## src/design/led_dim_pkg.sv

```systemverilog
// Package: register map, field layout and timing constants for dimming update periods
package led_dim_pkg;
   localparam int NUM_CH = 6;
   localparam int CODE_W = 3;
   localparam int REG_W = 13;
   localparam int ADDR_W = 8;
   localparam int DATA_W = 32;
   // Printed offsets are register indices; byte address is four times the index
   localparam logic [ADDR_W-1:0] IDX_PERIOD_CFG = 8'h02;
   localparam logic [ADDR_W-1:0] IDX_UPD_654 = 8'h32;
   localparam logic [ADDR_W-1:0] IDX_UPD_987 = 8'h33;
   localparam int PERIOD_SEL_LSB = 2;
   localparam int PERIOD_SEL_W = 2;
   localparam logic [PERIOD_SEL_W-1:0] PERIOD_SEL_RST = 2'h0;
   localparam int FLD0_LSB = 0;
   localparam int FLD1_LSB = 4;
   localparam int FLD2_LSB = 8;
   localparam logic [REG_W-1:0] UPD_RW_MASK = 13'h0777;
   localparam logic [REG_W-1:0] UPD_RST = 13'h0000;
   localparam logic [CODE_W-1:0] CODE_MAX = 3'h5;
   // PWM period lengths in clock cycles per period-select value
   localparam int PWM_CNT_W = 16;
   localparam int PERIOD_DEFAULT_CYC = 8192;
   localparam logic [PWM_CNT_W-1:0] PERIOD_CYC_0 = 16'(PERIOD_DEFAULT_CYC);
   localparam logic [PWM_CNT_W-1:0] PERIOD_CYC_1 = 16'h1000;
   localparam logic [PWM_CNT_W-1:0] PERIOD_CYC_2 = 16'h0800;
   localparam logic [PWM_CNT_W-1:0] PERIOD_CYC_3 = 16'h0400;
   localparam int DIV_W = 5;
endpackage

```

## src/design/led_dim_update_period_select.sv

```systemverilog
// Module: dimming update-period registers and update strobes for LED channels 4..9
// How it works
// - Each channel's code 0..5 yields a duty-cycle update every 1,2,4,8,16 or 32 PWM periods.
// - Codes 6 and 7 behave as code 5, one update every 32 PWM periods.
// - Intervals count PWM periods of 8,192 cycles by default, length set by bits 3:2 at 0x02.
// - Register 0x32 holds channel 6 in bits 10:8, channel 5 in 6:4 and channel 4 in 2:0.
// - Register 0x33 holds channel 9 in bits 10:8, channel 8 in 6:4 and channel 7 in 2:0.
// - Both registers are read/write, read back last written codes and reset to zero.
//
// Implementation choice: the Avalon-MM slave port.
`timescale 1ns/10ps
`default_nettype none
module led_dim_update_period_select
   import led_dim_pkg::*;
(
   input wire logic clk_sys,
   input wire logic rst,
   input wire logic [ADDR_W-1:0] avs_address,
   input wire logic avs_read,
   input wire logic avs_write,
   input wire logic [DATA_W-1:0] avs_writedata,
   input wire logic [3:0] avs_byteenable,
   output logic [DATA_W-1:0] avs_readdata,
   output logic avs_waitrequest,
   output logic [NUM_CH-1:0] update_tick,
   output logic [NUM_CH*CODE_W-1:0] update_code,
   output logic pwm_period_end
);
   logic [REG_W-1:0] upd654_r;
   logic [REG_W-1:0] upd987_r;
   logic [PERIOD_SEL_W-1:0] period_sel_r;
   logic [PWM_CNT_W-1:0] pwm_cnt_r;
   logic [DATA_W-1:0] rdata_r;
   logic ack_r;
   logic [PWM_CNT_W-1:0] period_len;
   logic [DATA_W-1:0] be_mask;
   logic [DATA_W-1:0] wmask;
   logic [DATA_W-1:0] rdata_nxt;
   logic sel_cfg;
   logic sel_654;
   logic sel_987;
   logic req;
   logic wr_go;
   logic [NUM_CH-1:0] tick_w;

   // Byte address is index times four; low two bits must be zero
   assign sel_cfg = (avs_address == {IDX_PERIOD_CFG[ADDR_W-3:0], 2'b00});
   assign sel_654 = (avs_address == {IDX_UPD_654[ADDR_W-3:0], 2'b00});
   assign sel_987 = (avs_address == {IDX_UPD_987[ADDR_W-3:0], 2'b00});
   assign req = avs_read | avs_write;
   // One wait cycle: answer lands on the second edge of the request
   assign avs_waitrequest = req & ~ack_r;
   assign wr_go = avs_write & ack_r;
   assign be_mask = {{8{avs_byteenable[3]}}, {8{avs_byteenable[2]}},
                     {8{avs_byteenable[1]}}, {8{avs_byteenable[0]}}};
   assign wmask = be_mask & DATA_W'(UPD_RW_MASK);
   // Unmapped addresses read zero and drop writes
   assign rdata_nxt = sel_654 ? DATA_W'(upd654_r) :
                      sel_987 ? DATA_W'(upd987_r) :
                      sel_cfg ? DATA_W'({period_sel_r, 2'b00}) : '0;
   assign period_len = (period_sel_r == 2'd0) ? PERIOD_CYC_0 :
                       (period_sel_r == 2'd1) ? PERIOD_CYC_1 :
                       (period_sel_r == 2'd2) ? PERIOD_CYC_2 : PERIOD_CYC_3;
   assign pwm_period_end = (pwm_cnt_r == period_len - 1'b1);
   assign update_code = {upd987_r[FLD2_LSB +: CODE_W], upd987_r[FLD1_LSB +: CODE_W],
                         upd987_r[FLD0_LSB +: CODE_W], upd654_r[FLD2_LSB +: CODE_W],
                         upd654_r[FLD1_LSB +: CODE_W], upd654_r[FLD0_LSB +: CODE_W]};
   assign update_tick = tick_w;
   assign avs_readdata = rdata_r;

   always_ff @(posedge clk_sys) begin
      if (rst) begin
         ack_r <= 1'b0;
         rdata_r <= '0;
      end else begin
         ack_r <= req & ~ack_r;
         rdata_r <= (avs_read & ~ack_r) ? rdata_nxt : rdata_r;
      end
   end

   always_ff @(posedge clk_sys) begin
      if (rst) begin
         upd654_r <= UPD_RST;
         upd987_r <= UPD_RST;
         period_sel_r <= PERIOD_SEL_RST;
      end else if (wr_go) begin
         if (sel_654) begin
            upd654_r <= (upd654_r & ~wmask[REG_W-1:0]) |
                        (avs_writedata[REG_W-1:0] & wmask[REG_W-1:0]);
         end
         if (sel_987) begin
            upd987_r <= (upd987_r & ~wmask[REG_W-1:0]) |
                        (avs_writedata[REG_W-1:0] & wmask[REG_W-1:0]);
         end
         if (sel_cfg && avs_byteenable[0]) begin
            period_sel_r <= avs_writedata[PERIOD_SEL_LSB +: PERIOD_SEL_W];
         end
      end
   end

   // Shrinking the period wraps the counter rather than running it out to 2^16
   always_ff @(posedge clk_sys) begin
      if (rst || pwm_period_end || pwm_cnt_r >= period_len) begin
         pwm_cnt_r <= '0;
      end else begin
         pwm_cnt_r <= pwm_cnt_r + 1'b1;
      end
   end

   genvar g;
   generate
      for (g = 0; g < NUM_CH; g++) begin : gen_ch
         led_update_tick u_tick (
            .clk_sys(clk_sys),
            .rst(rst),
            .period_end(pwm_period_end),
            .code(update_code[g*CODE_W +: CODE_W]),
            .update_tick(tick_w[g])
         );
      end
   endgenerate
endmodule
`default_nettype wire

```

## src/design/led_update_tick.sv

```systemverilog
// Module: per-channel update strobe divider counting PWM periods
`timescale 1ns/10ps
`default_nettype none
module led_update_tick
   import led_dim_pkg::*;
(
   input wire logic clk_sys,
   input wire logic rst,
   input wire logic period_end,
   input wire logic [CODE_W-1:0] code,
   output logic update_tick
);
   logic [DIV_W-1:0] div_r;
   logic [DIV_W-1:0] div_nxt;
   logic [CODE_W-1:0] eff_code;
   logic [DIV_W-1:0] terminal;

   // Codes above the top value act as the top value
   assign eff_code = (code > CODE_MAX) ? CODE_MAX : code;
   // 1,2,4,8,16,32 periods per update
   assign terminal = DIV_W'((1 << eff_code) - 1);
   // Stale count above a shrunk terminal wraps at once instead of overrunning
   assign div_nxt = (div_r >= terminal) ? '0 : div_r + 1'b1;
   assign update_tick = period_end && (div_r >= terminal);

   always_ff @(posedge clk_sys) begin
      if (rst) begin
         div_r <= '0;
      end else if (period_end) begin
         div_r <= div_nxt;
      end
   end
endmodule
`default_nettype wire

```

## config.mk

```make
export PLATFORM = sky130hd
export DESIGN_NAME = led_dim_update_period_select
export DESIGN_NICKNAME = d
export VERILOG_FILES = /design/src/design/led_dim_pkg.sv /design/src/design/led_dim_update_period_select.sv /design/src/design/led_update_tick.sv
export SDC_FILE = /design/constraint.sdc
export NUM_CORES = 1
export LEC_CHECK = 0
export ABC_CLOCK_PERIOD_IN_PS = 3200
export BUFFER_PORTS_ARGS = -buffer_cell sky130_fd_sc_hd__buf_4
export CAP_MARGIN = 10
export CORE_MARGIN = 2
export CORE_UTILIZATION = 35
export CTS_BUF_LIST = sky130_fd_sc_hd__clkbuf_16
export CTS_CLUSTER_SIZE = 30
export DETAILED_ROUTE_END_ITERATION = 10
export PLACE_DENSITY = 0.57
export SLEW_MARGIN = 0
export SYNTH_ARGS = -nofsm -noshare
export SYNTH_HDL_FRONTEND = slang
export SYNTH_SLANG_ARGS = --single-unit
```

## constraint.sdc

```tcl
create_clock -name clk_sys -period 3.2 [get_ports clk_sys]
set_input_delay 0.16 -clock clk_sys [delete_from_list [all_inputs] [get_ports clk_sys]]
set_output_delay 0.16 -clock clk_sys [all_outputs]
set_load 0.02 [all_outputs]
```

==> summary.txt <==
Clock network
  – Setup repair bufs after CTS: 0
  – Cts repair resizes: 0
  – Clk slew on worst S/H paths: 0.06 ns
  – CTS tree: yes
  – CTS Hold Bufs: 0
  – CTS Sinks: 77
  – Num CTS Buffers: 9
  – CTS Root Cell: clkbuf_16
  – Clk_lat worst skew: 0.34 ns
  – Clock tree buffer depth: 2
  – CTS H-tree lvls: 3

Route
  – Via count: 4,703
  – ANT nets after route: 0
  – Routed WL: approximately 13,000 um
  – Drt wl/cell: 15.46 um
  – DRC: 0
  – Drt via density: 5.566
  – DRT iter0 DRCs: 239
  – Pre-antenna DRT Iters: 4

Synthesis
  – Syn_area_per_cell: 8.597 um^2
  – Mapped Cells: 613
  – Warning count from the yosys run: 0
  – Post-synth EDFFs: 0
  – Synth Cell Area: 5270 um^2
  – Post-synth cell types: 52
  – #FFs+latches synth: 77
  – Seq/Total Area, Yosys: between 20% and 30%
  – Ys flop type: dfxtp_1
  – Ys async rst share: 0%

Timing
  – Slew margin rel.: 41.49%
  – Setup tns final: 0 ns
  – Fin crit share: 91.21%
  – RSZ-0062 raised after global routing: false
  – Actual slew at the worst max-slew pin: 0.8777 ns
  – Final Hold Viols: 0
  – Final worst-path setup slack: 0.2813 ns
  – Endpoints failing setup: 0
  – Slew Viols, Final: 0
  – Clock Skew: 0.007726 ns
  – Tmin final: slightly below 3 ns
  – Max Clock Freq: 0.3426 GHz

Setup path
  – Critical Path RT: 3.04 ns
  – Crit end category: output pin
  – Arr. time, crit path: 2.76 ns
  – Worst setup SP type: flip-flop
  – Setup CP Type: reg2out
  – Worst Path Max Fanout: 9

GRT
  – Gr usage total: 16.28%
  – Largest net degree at the start of global routing: 84
  – First-pass GRT wire length: 21,420 um
  – Initial antenna violation count: 0
  – Vias in the first global route: 4,521
  – Total gr overflow: 0

Floorplanning
  – I/O pins: 106
  – Die outline area: 16,060 um^2
  – Die height: 126.7 um
  – Num rows: 44
  – Initial Util: between 30% and 40%
  – Core area: 14,640 um^2
  – Die W: 126.7 um

Pwr
  – Pwr dens: around 350 nW/um^2
  – Leak Pwr: 0.002312 uW
  – Peak VDD IR: 0.0002525 V

Placement
  – HPWL after detailed placement: 9389 um
  – Port bufs: a little under 60
  – Routability cong.: 0.8289
  – Pre-CTS worst setup slack: about 0.52 ns
  – Total placed cells including tap cells: 830

Finish
  – Ratio of cells with drive above 1 in the final layout: 17.70%
  – Fin cells: approximately 850
  – Commonest non-fill, non-tap cell in the layout: dfxtp_1
  – Storage cell area: 1541 um^2
  – Most frequent cells in the layout: 77 x dfxtp_1, 67 x buf_4, 49 x nor2_1, 47 x ha_1, 33 x o21ai_0
  – Inserted Diodes: 0
  – Multi-input logic area: 3412 um^2
  – FILL cells: 1,452
  – Area growth from synthesis to layout: 15.22%
  – Nets: 752

Min path
  – HP Class: in2reg

Outcome
  – Outcome: completed

Job
  – Max-Cap Viols: 0
## path summary, 6_finish.rpt
check | cells past startpoint | to | slack (ns) | start
worst max-delay path | 7 | pwm_period_end | 0.28 | period_sel_r[1]
worst min-delay path | 3 | flip-flop | 0.07 | avs_writedata[6]
worst max register to register | 8 | gen_ch[5].u_tick.div_r[0] | 0.55 | flip-flop
worst min register to register | 2 | avs_readdata[3] | 0.46 | avs_readdata[3]
## cell type report
cell class	instances	share of cell area, %
Clock buffer	9	3.709
Clock inverter	6	1.463
Inverter	19	1.175
Multi-Input combinational cell	483	56.19
Sequential cell	77	25.39
Tap cell	184	3.791
Timing Repair Buffer	67	8.284
## power breakdown
group          switching, uW  total [uW]  internal [uW]
Clock                    401        1080            678
Sequential              3.32         965            961
Combinational           76.0         109           33.5
Total                    480        2150           1670
## cell usage after synthesis, drive strengths merged (11+ instances only)
| cell | number | area, um^2 |
|---|---|---|
| a2111oi | 15 | 131.4 |
| nor2 | 61 | 259.0 |
| nand4 | 29 | 187.7 |
| dfxtp | 77 | 1541 |
| nand2b | 15 | 93.84 |
| a211o | 11 | 96.34 |
| nor3 | 18 | 90.09 |
| nor4 | 13 | 162.6 |
| buf | 40 | 272.8 |
| nand2 | 23 | 86.33 |
| clkbuf | 16 | 60.06 |
| mux2i | 21 | 210.2 |
| ha | 47 | 588.1 |
| o21ai | 34 | 170.2 |
| or3 | 15 | 93.84 |
| xnor2 | 12 | 105.1 |
| inv | 19 | 71.32 |
| nor3b | 15 | 112.6 |
| a21oi | 28 | 140.1 |
## critical path: stages (launching register included)
cell,delay (ns)
dfxtp_1,0.48
and2_1,0.18
ha_1,0.24
nor4_1,0.34
and4_1,0.27
nand2_1,0.27
inv_1,0.43
buf_4,0.22
## through the flow
step / utilization, % / power (uW) / hold WS (ns) / cell area [um^2]
floorplan: - / 1079 / 0.3072 / 5353
global placement: 39.32 / 1094 / 0.4103 / 5758
detailed placement: 39.32 / 1096 / 0.4175 / 5758
CTS: 41.46 / 2189 / 0.06373 / 6072
global route: 41.46 / 2240 / 0.06754 / 6072
finish: 41.46 / 2153 / 0.07312 / 6072
## layer usage
layer  track usage [%]  wire length, um  vias to the layer above  part of all wire, %
li1                  -                -                     2337                    -
met1             19.22             5843                     2273                   45
met2             30.08             6663                       77                   51
met3             2.446              330                       16                  2.5
met4             5.495              226                        0                  1.7
met5                 0                0                        -                    0
## cell families (layout without fill, tap and decap cells)
family / Yosys count / count (layout) / synth area share (%)
simple gates: 224 / 224 / 25.10
compound gates: 143 / 143 / 18.33
flops: 77 / 77 / 29.25
buf+inv: 75 / 101 / 7.669
fa+ha+maj: 47 / 47 / 11.16
mux: 27 / 27 / 5.271
xor+xnor: 19 / 19 / 3.158
other cells: 1 / 23 / 0.07116
Note: power is estimated with default switching activity, not from simulation.
